===== src/include/scfs_cfg.svh =====
// timing counts, register offsets and field positions of the fault supervisor
`ifndef SCFS_CFG_SVH
`define SCFS_CFG_SVH
`define SCFS_CLK_NS 10
`define SCFS_TICK_NS 1000000
`define SCFS_TICK_CYCLES (`SCFS_TICK_NS / `SCFS_CLK_NS)
`define SCFS_MS_TICKS(ms) (((ms) * 1000000) / `SCFS_TICK_NS)
`define SCFS_RF_ON_MS 1350
`define SCFS_RF_OFF_MS 850
`define SCFS_WD_ON_MS 1000
`define SCFS_WD_OFF_MS 1500
`define SCFS_BO_ON_MS 400
`define SCFS_BO_ALT_MS 400
`define SCFS_SF_MS 550
`define SCFS_SF_UNDEF_MS 250
`define SCFS_NCH 18
`define SCFS_CW 12
`define SCFS_ADDR_STATUS 8'h00
`define SCFS_ADDR_MASK 8'h04
`define SCFS_ADDR_CTRL 8'h08
`define SCFS_ADDR_CHAN 8'h0C
`define SCFS_CTRL_RESET 0
`define SCFS_ST_CARD 0
`define SCFS_ST_CABLE 1
`define SCFS_ST_REDF 2
`define SCFS_ST_WDOG 3
`define SCFS_ST_CONF 4
`define SCFS_ST_BROWN 5
`define SCFS_ST_W 6
`define SCFS_STATUS_RST 6'h00
`define SCFS_MASK_RST 6'h00
`endif


===== src/include/scfs_pkg.sv =====
// types shared by the fault supervisor files
`default_nettype none
package scfs_pkg;
    typedef enum logic [0:0] {
        SCFS_MON,
        SCFS_TRIG
    } scfs_mode_t;
    typedef logic [5:0] scfs_stat_t;
endpackage
`default_nettype wire


===== src/logic/scfs_ptimer.sv =====
// persistence timer: counts ticks while run is high, flags expiry
`timescale 1ns/100ps
`default_nettype none
module scfs_ptimer #(
    parameter int CW = 12
) (
    input wire logic mclk,
    input wire logic rst_n,
    input wire logic ce,
    input wire logic tick,
    input wire logic run,
    input wire logic [CW-1:0] limit,
    output logic expired
);
    logic [CW-1:0] count_reg;
    logic [CW-1:0] count_next;
    logic expired_reg;
    logic expired_next;

    // restart whenever the condition drops, saturate once expired
    always_comb begin
        count_next = count_reg;
        expired_next = expired_reg;
        if (!run) begin
            count_next = '0;
            expired_next = 1'b0;
        end else if (tick && !expired_reg) begin
            count_next = count_reg + 1'b1;
            expired_next = (count_reg + 1'b1) >= limit;
        end
    end

    always_ff @(posedge mclk or negedge rst_n) begin
        if (!rst_n) begin
            count_reg <= '0;
            expired_reg <= 1'b0;
        end else if (ce) begin
            count_reg <= count_next;
            expired_reg <= expired_next;
        end
    end

    assign expired = expired_reg;
endmodule // scfs_ptimer
`default_nettype wire


===== src/logic/scfs_supervisor.sv =====
// fault supervisor core of the eighteen channel conflict monitor
//
// Overview of operation
// [RULE_01] Eighteen channels, each with green, yellow and red qualified inputs.
// [RULE_02] Missing compatibility card triggers; stays until card back and reset.
// [RULE_03] Fault captures active or failed channels and holds them until reset.
// [RULE_04] Timing switch picks red failure time: on 1350 ms, off 850 ms.
// [RULE_05] Select switch picks watchdog time: on 1.0 s, off 1.5 s.
// [RULE_06] Line-level option on: drop-out lasting 400 ms counts as brown-out.
// [RULE_07] Watchdog latch off: power event clears a pending watchdog fault.
// [RULE_08] Watchdog latch on: watchdog fault holds until explicit reset command.
// [RULE_09] Polarity option inverts output relay common sense, low then active.
// [RULE_10] Red interface cable disconnected raises latching fault and forces flash.
// [RULE_11] Active special function input suppresses red failure monitoring only.
// [RULE_12] Special function input active only after 550 ms continuous high.
// [RULE_13] Special function high 250 to 550 ms may read either way.
// [RULE_14] Red failure needs red enable, no special function, relay common inactive.
// [RULE_15] Brown-out time with line-level option off comes from a parameter.
// [RULE_16] All fault timers count a fixed tick derived from the system clock.
//
// Added by the designer: the placing of the registers and strobed register access.
`timescale 1ns/100ps
`default_nettype none
`include "scfs_cfg.svh"
module scfs_supervisor #(
    parameter int NCH = `SCFS_NCH,
    parameter int CW = `SCFS_CW,
    parameter int TICK_CYCLES = `SCFS_TICK_CYCLES,
    parameter logic [CW-1:0] BO_ALT_TICKS = CW'(`SCFS_MS_TICKS(`SCFS_BO_ALT_MS))
) (
    input wire logic mclk,
    input wire logic rst_n,
    input wire logic ce,
    input wire logic [NCH-1:0] green_in,
    input wire logic [NCH-1:0] yellow_in,
    input wire logic [NCH-1:0] red_in,
    input wire logic [NCH-1:0] red_fail_en,
    input wire logic red_enable_in,
    input wire logic sf1_in,
    input wire logic sf2_in,
    input wire logic output_relay_common_in,
    input wire logic relay_common_invert,
    input wire logic card_present_in,
    input wire logic red_interface_cable,
    input wire logic watchdog_in,
    input wire logic rf_time_sel,
    input wire logic wd_time_sel,
    input wire logic line_level_opt,
    input wire logic line_drop_in,
    input wire logic power_restore_in,
    input wire logic wd_latch_en,
    input wire logic conflict_in,
    input wire logic reset_in,
    input wire logic [7:0] reg_addr,
    input wire logic [31:0] reg_wdata,
    input wire logic reg_wr,
    input wire logic reg_rd,
    output logic [31:0] reg_rdata,
    output logic irq,
    output logic flash_out,
    output logic compat_card_missing_flag,
    output logic watchdog_fault_flag,
    output logic cable_fault_flag,
    output logic red_fail_flag,
    output logic conflict_flag,
    output logic [NCH-1:0] chan_ind,
    output logic [NCH-1:0] snap_green,
    output logic [NCH-1:0] snap_yellow,
    output logic [NCH-1:0] snap_red
);

    localparam int TW = $clog2(TICK_CYCLES + 1);
    localparam logic [TW-1:0] TICK_LAST = TW'(TICK_CYCLES - 1);

    // tick generator
    logic [TW-1:0] tick_cnt_reg;
    logic [TW-1:0] tick_cnt_next;
    logic tick_reg;
    logic tick_next;

    // one tick per millisecond keeps every timer within its tolerance
    always_comb begin
        tick_next = (tick_cnt_reg == TICK_LAST); // [RULE_16]
        tick_cnt_next = tick_next ? '0 : tick_cnt_reg + 1'b1;
    end

    always_ff @(posedge mclk or negedge rst_n) begin
        if (!rst_n) begin
            tick_cnt_reg <= '0;
            tick_reg <= 1'b0;
        end else if (ce) begin
            tick_cnt_reg <= tick_cnt_next;
            tick_reg <= tick_next;
        end
    end

    // timer limits, all but the fixed special function limit picked by the option switches
    logic [CW-1:0] rf_lim;
    logic [CW-1:0] wd_lim;
    logic [CW-1:0] bo_lim;
    logic [CW-1:0] sf_lim;
    assign rf_lim = rf_time_sel ? CW'(`SCFS_MS_TICKS(`SCFS_RF_ON_MS)) :
        CW'(`SCFS_MS_TICKS(`SCFS_RF_OFF_MS)); // [RULE_04]
    assign wd_lim = wd_time_sel ? CW'(`SCFS_MS_TICKS(`SCFS_WD_ON_MS)) :
        CW'(`SCFS_MS_TICKS(`SCFS_WD_OFF_MS)); // [RULE_05]
    assign bo_lim = line_level_opt ? CW'(`SCFS_MS_TICKS(`SCFS_BO_ON_MS)) :
        BO_ALT_TICKS; // [RULE_06] [RULE_15]
    // the undefined band below 550 ms is resolved as not active
    assign sf_lim = CW'(`SCFS_MS_TICKS(`SCFS_SF_MS)); // [RULE_12] [RULE_13]

    // qualification of the relay common and special function inputs
    logic relay_active;
    logic sf1_done;
    logic sf2_done;
    logic sf_active;
    logic wd_prev_reg;
    logic wd_run;
    logic wd_done;
    logic bo_done;
    logic bo_prev_reg;
    logic bo_rise;
    logic power_event;
    logic [NCH-1:0] dark;
    logic [NCH-1:0] rf_run;
    logic [NCH-1:0] rf_done;
    assign relay_active = output_relay_common_in
        ^ relay_common_invert; // [RULE_09]
    assign sf_active = sf1_done | sf2_done;
    assign dark = ~(green_in | yellow_in | red_in); // [RULE_01]
    // red failure is only watched in the permitted conditions
    assign rf_run = red_fail_en & dark & {NCH{red_enable_in & !sf_active
        & !relay_active}}; // [RULE_11] [RULE_14]
    assign wd_run = !(watchdog_in ^ wd_prev_reg);
    assign bo_rise = bo_done & !bo_prev_reg;
    assign power_event = bo_rise | power_restore_in;

    scfs_ptimer #(.CW(CW)) u_sf1 (
        .mclk(mclk), .rst_n(rst_n), .ce(ce), .tick(tick_reg),
        .run(sf1_in), .limit(sf_lim), .expired(sf1_done)
    );
    scfs_ptimer #(.CW(CW)) u_sf2 (
        .mclk(mclk), .rst_n(rst_n), .ce(ce), .tick(tick_reg),
        .run(sf2_in), .limit(sf_lim), .expired(sf2_done)
    );
    scfs_ptimer #(.CW(CW)) u_wd (
        .mclk(mclk), .rst_n(rst_n), .ce(ce), .tick(tick_reg),
        .run(wd_run), .limit(wd_lim), .expired(wd_done)
    );
    scfs_ptimer #(.CW(CW)) u_bo (
        .mclk(mclk), .rst_n(rst_n), .ce(ce), .tick(tick_reg),
        .run(line_drop_in), .limit(bo_lim), .expired(bo_done)
    );

    // one red failure timer per channel
    genvar gi;
    generate
        for (gi = 0; gi < NCH; gi++) begin : g_rf
            scfs_ptimer #(.CW(CW)) u_rf (
                .mclk(mclk), .rst_n(rst_n), .ce(ce), .tick(tick_reg),
                .run(rf_run[gi]), .limit(rf_lim), .expired(rf_done[gi])
            );
        end
    endgenerate

    // register port decode
    logic reset_cmd;
    logic [`SCFS_ST_W-1:0] w1c;
    logic [`SCFS_ST_W-1:0] mask_reg;
    logic [`SCFS_ST_W-1:0] mask_next;
    logic [`SCFS_ST_W-1:0] status_reg;
    logic [`SCFS_ST_W-1:0] status_next;
    logic [`SCFS_ST_W-1:0] ev;
    logic [31:0] rdata_reg;
    logic [31:0] rdata_next;
    logic irq_reg;
    logic irq_next;
    assign reset_cmd = reset_in | (reg_wr && reg_addr == `SCFS_ADDR_CTRL
        && reg_wdata[`SCFS_CTRL_RESET]);
    assign w1c = (reg_wr && reg_addr == `SCFS_ADDR_STATUS) ?
        reg_wdata[`SCFS_ST_W-1:0] : '0;

    // fault latches and channel capture
    scfs_pkg::scfs_mode_t mode_reg;
    scfs_pkg::scfs_mode_t mode_next;
    logic card_reg, card_next;
    logic cable_reg, cable_next;
    logic rf_reg, rf_next;
    logic wd_reg, wd_next;
    logic conf_reg, conf_next;
    logic any_next;
    logic flash_reg;
    logic [NCH-1:0] chan_reg, chan_next;
    logic [NCH-1:0] sg_reg, sg_next;
    logic [NCH-1:0] sy_reg, sy_next;
    logic [NCH-1:0] sr_reg, sr_next;

    always_comb begin
        card_next = !card_present_in
            | (card_reg & !(reset_cmd & card_present_in)); // [RULE_02]
        cable_next = !red_interface_cable | (cable_reg & !reset_cmd); // [RULE_10]
        rf_next = (|rf_done) | (rf_reg & !reset_cmd);
        conf_next = conflict_in | (conf_reg & !reset_cmd);
        // a new expiry wins over any clearing in the same cycle
        wd_next = wd_done | (wd_reg & !reset_cmd
            & !(power_event & !wd_latch_en)); // [RULE_07] [RULE_08]
        any_next = card_next | cable_next | rf_next | wd_next | conf_next;
        mode_next = mode_reg;
        chan_next = chan_reg;
        sg_next = sg_reg;
        sy_next = sy_reg;
        sr_next = sr_reg;
        unique case (mode_reg)
            scfs_pkg::SCFS_MON: begin
                if (any_next) begin
                    mode_next = scfs_pkg::SCFS_TRIG;
                    chan_next = conflict_in ? (green_in | yellow_in) :
                        rf_done; // [RULE_03]
                    sg_next = green_in;
                    sy_next = yellow_in;
                    sr_next = red_in;
                end
            end
            scfs_pkg::SCFS_TRIG: begin
                if (!any_next) begin
                    mode_next = scfs_pkg::SCFS_MON;
                    chan_next = '0;
                    sg_next = '0;
                    sy_next = '0;
                    sr_next = '0;
                end
            end
        endcase
    end

    always_ff @(posedge mclk or negedge rst_n) begin
        if (!rst_n) begin
            mode_reg <= scfs_pkg::SCFS_MON;
            card_reg <= 1'b0;
            cable_reg <= 1'b0;
            rf_reg <= 1'b0;
            wd_reg <= 1'b0;
            conf_reg <= 1'b0;
            flash_reg <= 1'b0;
            chan_reg <= '0;
            sg_reg <= '0;
            sy_reg <= '0;
            sr_reg <= '0;
            wd_prev_reg <= 1'b0;
            bo_prev_reg <= 1'b0;
        end else if (ce) begin
            mode_reg <= mode_next;
            card_reg <= card_next;
            cable_reg <= cable_next;
            rf_reg <= rf_next;
            wd_reg <= wd_next;
            conf_reg <= conf_next;
            flash_reg <= any_next;
            chan_reg <= chan_next;
            sg_reg <= sg_next;
            sy_reg <= sy_next;
            sr_reg <= sr_next;
            wd_prev_reg <= watchdog_in;
            bo_prev_reg <= bo_done;
        end
    end

    // sticky status, mask, interrupt and read data
    always_comb begin
        ev = '0;
        ev[`SCFS_ST_CARD] = card_next & !card_reg;
        ev[`SCFS_ST_CABLE] = cable_next & !cable_reg;
        ev[`SCFS_ST_REDF] = rf_next & !rf_reg;
        ev[`SCFS_ST_WDOG] = wd_next & !wd_reg;
        ev[`SCFS_ST_CONF] = conf_next & !conf_reg;
        ev[`SCFS_ST_BROWN] = bo_rise;
        status_next = (status_reg & ~w1c) | ev; // set wins over clear
        mask_next = (reg_wr && reg_addr == `SCFS_ADDR_MASK) ?
            reg_wdata[`SCFS_ST_W-1:0] : mask_reg;
        irq_next = |(status_next & mask_next);
        rdata_next = '0;
        if (reg_rd) begin
            unique case (reg_addr)
                `SCFS_ADDR_STATUS: rdata_next = {26'h0, status_reg};
                `SCFS_ADDR_MASK: rdata_next = {26'h0, mask_reg};
                `SCFS_ADDR_CTRL: rdata_next = {31'h0, flash_reg};
                `SCFS_ADDR_CHAN: rdata_next = 32'(chan_reg);
                default: rdata_next = '0;
            endcase
        end
    end

    always_ff @(posedge mclk or negedge rst_n) begin
        if (!rst_n) begin
            status_reg <= `SCFS_STATUS_RST;
            mask_reg <= `SCFS_MASK_RST;
            irq_reg <= 1'b0;
            rdata_reg <= '0;
        end else if (ce) begin
            status_reg <= status_next;
            mask_reg <= mask_next;
            irq_reg <= irq_next;
            rdata_reg <= rdata_next;
        end
    end

    assign reg_rdata = rdata_reg;
    assign irq = irq_reg;
    assign flash_out = flash_reg;
    assign compat_card_missing_flag = card_reg;
    assign watchdog_fault_flag = wd_reg;
    assign cable_fault_flag = cable_reg;
    assign red_fail_flag = rf_reg;
    assign conflict_flag = conf_reg;
    assign chan_ind = chan_reg;
    assign snap_green = sg_reg;
    assign snap_yellow = sy_reg;
    assign snap_red = sr_reg;
endmodule // scfs_supervisor
`default_nettype wire


===== config.mk =====
export PLATFORM = sky130hd
export DESIGN_NAME = scfs_supervisor
export DESIGN_NICKNAME = d
export VERILOG_FILES = /design/src/include/scfs_pkg.sv /design/src/logic/scfs_ptimer.sv /design/src/logic/scfs_supervisor.sv
export VERILOG_INCLUDE_DIRS = /design/src /design/src/include
export SDC_FILE = /design/constraint.sdc
export NUM_CORES = 1
export LEC_CHECK = 0
export BUFFER_PORTS_ARGS = -buffer_cell sky130_fd_sc_hd__buf_2
export CAP_MARGIN = 20
export CORE_MARGIN = 2
export CORE_UTILIZATION = 45
export CTS_CLUSTER_DIAMETER = 120
export DETAILED_ROUTE_END_ITERATION = 6
export PLACE_DENSITY = 0.73
export SETUP_SLACK_MARGIN = 0.2
export SLEW_MARGIN = 30
export SYNTH_ARGS = -nofsm -noshare
export SYNTH_HDL_FRONTEND = slang
export SYNTH_SLANG_ARGS = --single-unit
export TNS_END_PERCENT = 50

===== constraint.sdc =====
create_clock -name mclk -period 2.8 [get_ports mclk]
set_input_delay 0.14 -clock mclk [delete_from_list [all_inputs] [get_ports mclk]]
set_output_delay 0.14 -clock mclk [all_outputs]
set_load 0.01 [all_outputs]

# Yosys cells after proc, flatten, opt, wreduce, memory -nomap -nowiden
# Index checks and enable logic that the tools add are counted.
# word_totals
regBits	430
input_bits	133
elab_cells	370
# op_classes
add_sub_neg	23
magnitude_cmp	22
n_eq_ne	27
n_mux	106
bitwise	40
n_reduce_logical	89
# op_table
operator	count
$mux 12	44
$add 12x1->12 const B	22
$ge 12x11->1	19
$pmux 18 s2	4
$mux 18	7
$pmux 18 s4	1
$mux 1	45
$reduce_and 2->1	22
$ne 2x1->1 const B	21
$and 18x18->18	2
$logic_not 1->1	36
$or 18x18->18	2
$logic_and 1x1->1	26
$ge 12x10->1 const B	2
$mux 11	2
$not 18->18	1
$reduce_or 18->1	1
$add 17x1->17 const B	1
$eq 17x17->1 const B	1
$mux 17	1
$and 1x1->1	16
$eq 8x4->1 const B	2
$and 6x6->6	2
$ge 12x9->1 const B	1
other kinds (12)	26

# Longest topological paths before layout
# logic_depth
depth_word	14
depth_mapped	11

# Modules after synthesis
# Synthesis repeated with hierarchy kept, for this count alone.
# hier_totals
cells_unflattened	3334
hier_area_um2	31686.6
# by_module_without_submodules
mod	n_inst	cells_each	area_each_um2	seq_area_each_um2
scfs_ptimer	22	124	1138.6	325.3
scfs_supervisor	1	606	6637.6	3228.1

# Worst setup path after synthesis
# Ideal clock, no wire load.
# synth_path
path_kind	flip-flop to flip-flop
from	register g_rf[7].u_rf.expired_reg
to	register chan_reg[0], in the netlist chan_ind[0]
setup_time_ns	0.124
arrival_ns	2.294
required_time_ns	2.676
setup_slack_ns	0.382
stages_incl_launch_ff	10
path_buffers	3
synth_period_minus_slack_ns	2.418
path_cell_list	dfrtp_1 -> nor4_1 -> nand3_1 -> or3_1 -> a211o_1 -> buf_6 -> and2_4 -> buf_6 -> buf_6 -> a211o_1
# synth_between
elab_chain_len	7
elab_cells_between_ends	8
cone_classes	eq/ne: 2; bitwise: 4; reduce/logical: 2
# synth_lines
item	line_no	rtl
start: declaration	scfs_ptimer.sv:17	logic expired_reg;
start signal: assignment	scfs_ptimer.sv:39	expired_reg <= expired_next;
$reduce_or 18->1 (*)	scfs_supervisor.sv:201	rf_next = (|rf_done) | (rf_reg & !reset_cmd);
$or 1x1->1 (*)	scfs_supervisor.sv:201	
$or 1x1->1 (*) (3 in series)	scfs_supervisor.sv:206	any_next = card_next | cable_next | rf_next | wd_next | conf_next;
$ne 2x2->1 (no source line)	n/a	
$reduce_and 3->1 (no source line) (*)	n/a	
end signal: assignment	scfs_supervisor.sv:258	chan_reg <= chan_next;
end: declaration	scfs_supervisor.sv:192	logic [NCH-1:0] chan_reg, chan_next;
# Mark *: on every way between the ends. The rest lies on a longest branch, timed or not.
# A chain may end at the register's enable or synchronous reset.

# Worst setup path in the final report
# layout_path
from	register g_rf[7].u_rf.count_reg[1]
to	register g_rf[7].u_rf.expired_reg
# layout_between
elab_chain_len	4
# layout_lines
item	line_no	rtl
start: declaration	scfs_ptimer.sv:15	logic [CW-1:0] count_reg;
start signal: assignment	scfs_ptimer.sv:38	count_reg <= count_next;
$add 12x1->12	scfs_ptimer.sv:29	expired_next = (count_reg + 1'b1) >= limit;
$ge 12x11->1	scfs_ptimer.sv:29	
$mux 1	scfs_ptimer.sv:27	end else if (tick && !expired_reg) begin
$mux 1	scfs_ptimer.sv:24	if (!run) begin
# No other way between the ends. The select of a mux whose other input is x is not followed.

==> flow_metrics.env <==
export IMPL_clock_sinks=415
export IMPL_drtPass1Iterations=6
export IMPL_rsz0062_at_grt="yes"
export IMPL_cts_path_max_buffers=3
export IMPL_critPathMaxStageDelay_ns=0.44
export IMPL_worst_path_buf_inv=0
export IMPL_syn_area_sq_um=25900
export IMPL_slew_violations=0
export IMPL_path_class="flop to flop"
export IMPL_fin_setup_tns_ns=0
export IMPL_status="finished, violations left"
export IMPL_top_layer="met5"
export IMPL_wl_per_cell_um=18.0
export IMPL_period_share_pct=89.6
export IMPL_maxCapViolCount=0
export IMPL_ys_seq_area_share_pct=40.1
export IMPL_grt_first_pass_wirelength_um=116000
export IMPL_fp_row_count=87
export IMPL_fin_util_pct=54.1
export IMPL_cts_made_buffers=46
export IMPL_report_power_total_w=0.0145
export IMPL_timing_rr_end="g_rf[7].u_rf.expired"
export IMPL_power_leakage_nw=13.8
export IMPL_io_pins=244
export IMPL_worstSetupEndpointType="flop"
export IMPL_r2r_cells=8
export IMPL_drc=0
export IMPL_crit_arrival_ns=2.98
export IMPL_synth_seq_cells=415
export IMPL_async_flop_share_pct=100
export IMPL_maxSlewHeadroom_pct=51.1
export IMPL_antenna_found_initial=4
export IMPL_required_ns=3.28
export IMPL_wl_met2_um=32800
export IMPL_violations="negative hold slack"
export IMPL_ys_warn_count=0
export IMPL_largest_reg_flops=216
export IMPL_die_area_sq_um=59600
export IMPL_syn_inst=2944
export IMPL_hold_class="input port to flop"
export IMPL_grt_overflow=0
export IMPL_hpwlAfterDp_um=49500
export IMPL_max_freq_ghz=0.399
export IMPL_r2r_start="g_rf[7].u_rf.count_reg[1]"
export IMPL_finalSetupViolCount=0
export IMPL_vdd_drop_max_v=0.000380
export IMPL_grt_pass1_vias=21900
export IMPL_synth_main_ff_cell="dfrtp_1"
export IMPL_endpoint="g_rf[7].u_rf.expired"
export IMPL_startpoint_type="flop"
export IMPL_grt_use_total_pct=23.8
export IMPL_hold_violations=1
export IMPL_ant_nets=0
export IMPL_r2r_slack_ns=0.29
export IMPL_initial_core_util_pct=45.7
export IMPL_crit_top_cell="ha_1"
export IMPL_cts_htree_levels=2
export IMPL_fin_worst_skew_ns=0.0232
export IMPL_wl_met1_um=32600
export IMPL_power_density_nw_per_um2=474
export IMPL_core_sq_um=56700
export IMPL_cts_tree="built"
export IMPL_syn2layout_area_growth_pct=18.4
export IMPL_crit_family="compound AO/OA/AOI/OAI gates"
export IMPL_via_count=23400
export IMPL_path_max_fanout=7
export IMPL_vias_per_cell=5.84
export IMPL_portBuffers=202
export IMPL_cp_depth=8
export IMPL_clock_latency_ns=0.60
export IMPL_fin_crit_ns=2.51
export IMPL_seqCellArea_sq_um=10400
export IMPL_cp_cell_sequence="ha_1, xor2_1, ha_1, a221o_1, a2111oi_4, o311ai_0, a211oi_1, o21ai_0"
export IMPL_die_w_um=244
export IMPL_fp_dieH_um=244
export IMPL_timing_critical_path_from="g_rf[7].u_rf.count_reg[1]"
export IMPL_clk_pin_slew_ns=0.06
export IMPL_nets=3472
export IMPL_initialDrtViolationCount=1779
export IMPL_wl_um=72100
export IMPL_multiInputGateArea_sq_um=14800
export IMPL_cts_root_buf="clkbuf_16"
export IMPL_hold_ws_ns=-0.000709
export IMPL_synth_distinct_cells=80
export IMPL_gp_congestion=0.904
export IMPL_worst_path_max_delay_cell="dfrtp_1"
export IMPL_syn_avg_cell_area_sq_um=8.81
export IMPL_synth_edf_count=0
export IMPL_drive_above_1_share_pct=15.2
export IMPL_grt_max_degree=82
export IMPL_fillers=5113
export IMPL_tightestPinTransition_ns=0.730
export IMPL_route_met3_wl_um=4790
-- worst min path at each step --
stage	from	endpoint	slack (ns)	cells after the start
2_1_floorplan	rst_n	bo_prev_reg	-0.16	0
3_3_place_gp	rst_n	u_wd.count_reg[2]	0.20	1
3_5_place_dp	rst_n	u_wd.count_reg[2]	0.19	1
4_1_cts	power_restore_in	watchdog_fault_flag	0.02	4
5_1_grt	red_fail_en[14]	g_rf[14].u_rf.count_reg[6]	0.03	3
6_report	red_fail_en[14]	g_rf[14].u_rf.count_reg[6]	-0.0007	3
-- area by class of cell --
cell class / count / area share, %
diodes: 2 / 0.0163
clock buffers: 66 / 4.26
clock inverters: 17 / 0.591
inverters: 83 / 1.02
multi-input cells: 2281 / 48.1
flip-flops and latches: 415 / 33.9
well taps: 756 / 3.08
repair buffers: 391 / 9.09
-- per-stage QoR --
stage               hold slack (ns)  setup slack (ns)  instance area (sq um)  std cells
floorplan                    -0.156             0.382                  26000       2957
global placement              0.202             0.211                  28200       3842
detailed placement            0.190             0.182                  28200       3842
CTS                          0.0169             0.202                  30400       3995
global route                 0.0252            0.0614                  30700       4009
finish                    -0.000709             0.292                  30700       4011
-- what timing repair did --
item / CTS / global route
pin swaps: 0 / 14
hold endpoints to repair: 159 / 0
gates resized for setup: 1 / 59
endpoints found under the setup margin: 1 / 111
buffers inserted: 0 / 14
hold buffers: 70 / 0
-- cell families after synthesis --
family / after synthesis / synth area share, %
adders and majority gates: 121 / 5.84
buffers and inverters: 261 / 4.11
xor gates and xnor gates: 163 / 5.51
other: 1 / 0.0145
and+or+nand+nor: 1210 / 24.2
muxes: 27 / 1.14
AOI/OAI and AO/OA: 746 / 19.1
DFF: 415 / 40.1
-- metal layers --
layer | global-route usage [%] | vias to the layer above
li1 | - | 11300
met1 | 33.3 | 11300
met2 | 37.7 | 734
met3 | 3.97 | 132
met4 | 7.50 | 4
met5 | 0 | -
-- tightest hold or removal path: stages --
cell and delay, ns:
buf_2 0.09, nand4b_1 0.20, o31ai_1 0.11
-- synth_stat cells, drive strengths merged, types with 7 or more instances --
cell type | number | area share [%]
nand3 | 287 | 5.5
a2111oi | 12 | 0.41
nand4 | 46 | 1.1
o2bb2ai | 10 | 0.34
nand3b | 57 | 1.7
o31ai | 122 | 3.5
o221ai | 8 | 0.27
a211oi | 28 | 0.81
nor3b | 26 | 0.75
a21o | 16 | 0.46
nor4 | 17 | 0.52
ha | 121 | 5.8
xnor2 | 97 | 3.3
a31oi | 18 | 0.43
or3 | 18 | 0.43
a22o | 38 | 1.3
or2 | 17 | 0.41
a211o | 21 | 0.71
dfrtp | 415 | 40
and4 | 18 | 0.61
nand2b | 80 | 1.9
o41ai | 23 | 0.78
nand4b | 15 | 0.51
o31a | 9 | 0.30
a221o | 8 | 0.31
nand2 | 244 | 3.5
o311ai | 13 | 0.44
inv | 83 | 1.2
a31o | 11 | 0.37
clkbuf | 147 | 2.1
nor2 | 214 | 3.1
nor3 | 35 | 0.69
o21a | 9 | 0.26
a21oi | 63 | 1.2
mux2i | 16 | 0.62
o21ai | 290 | 5.6
nor2b | 55 | 1.3
mux2 | 10 | 0.43
a21boi | 14 | 0.41
and3 | 47 | 1.1
or4 | 7 | 0.22
buf | 31 | 0.77
and2 | 17 | 0.42
xor2 | 66 | 2.2
-- report_power, final --
group	internal [W]	total, W	switching, W
Clock	0.00352	0.00611	0.00259
Sequential	0.00631	0.00669	0.000379
Combinational	0.000709	0.00173	0.00102
-- cell usage in the layout, fill, tap and decap left out, types with 16 or more instances in the layout --
| master | count |
|---|---|
| a31oi_1 | 17 |
| ha_1 | 119 |
| dlygate4sd3_1 | 70 |
| or3_1 | 17 |
| dfrtp_1 | 401 |
| nand3b_1 | 57 |
| and3_1 | 46 |
| a211o_1 | 20 |
| nand4_1 | 46 |
| buf_2 | 201 |
| nor2_1 | 207 |
| nand3_1 | 286 |
| inv_1 | 80 |
| and2_1 | 16 |
| a21oi_1 | 62 |
| or2_2 | 16 |
| nor3_1 | 34 |
| nor3b_1 | 26 |
| xor2_1 | 64 |
| nand2_1 | 244 |
| buf_4 | 105 |
| o41ai_1 | 21 |
| o31ai_1 | 122 |
| xnor2_1 | 97 |
| clkbuf_16 | 46 |
| nand2b_1 | 79 |
| a211oi_1 | 27 |
| a22o_1 | 38 |
| o21ai_0 | 277 |
| nor2b_1 | 55 |
(Power assumes the default switching activity.)
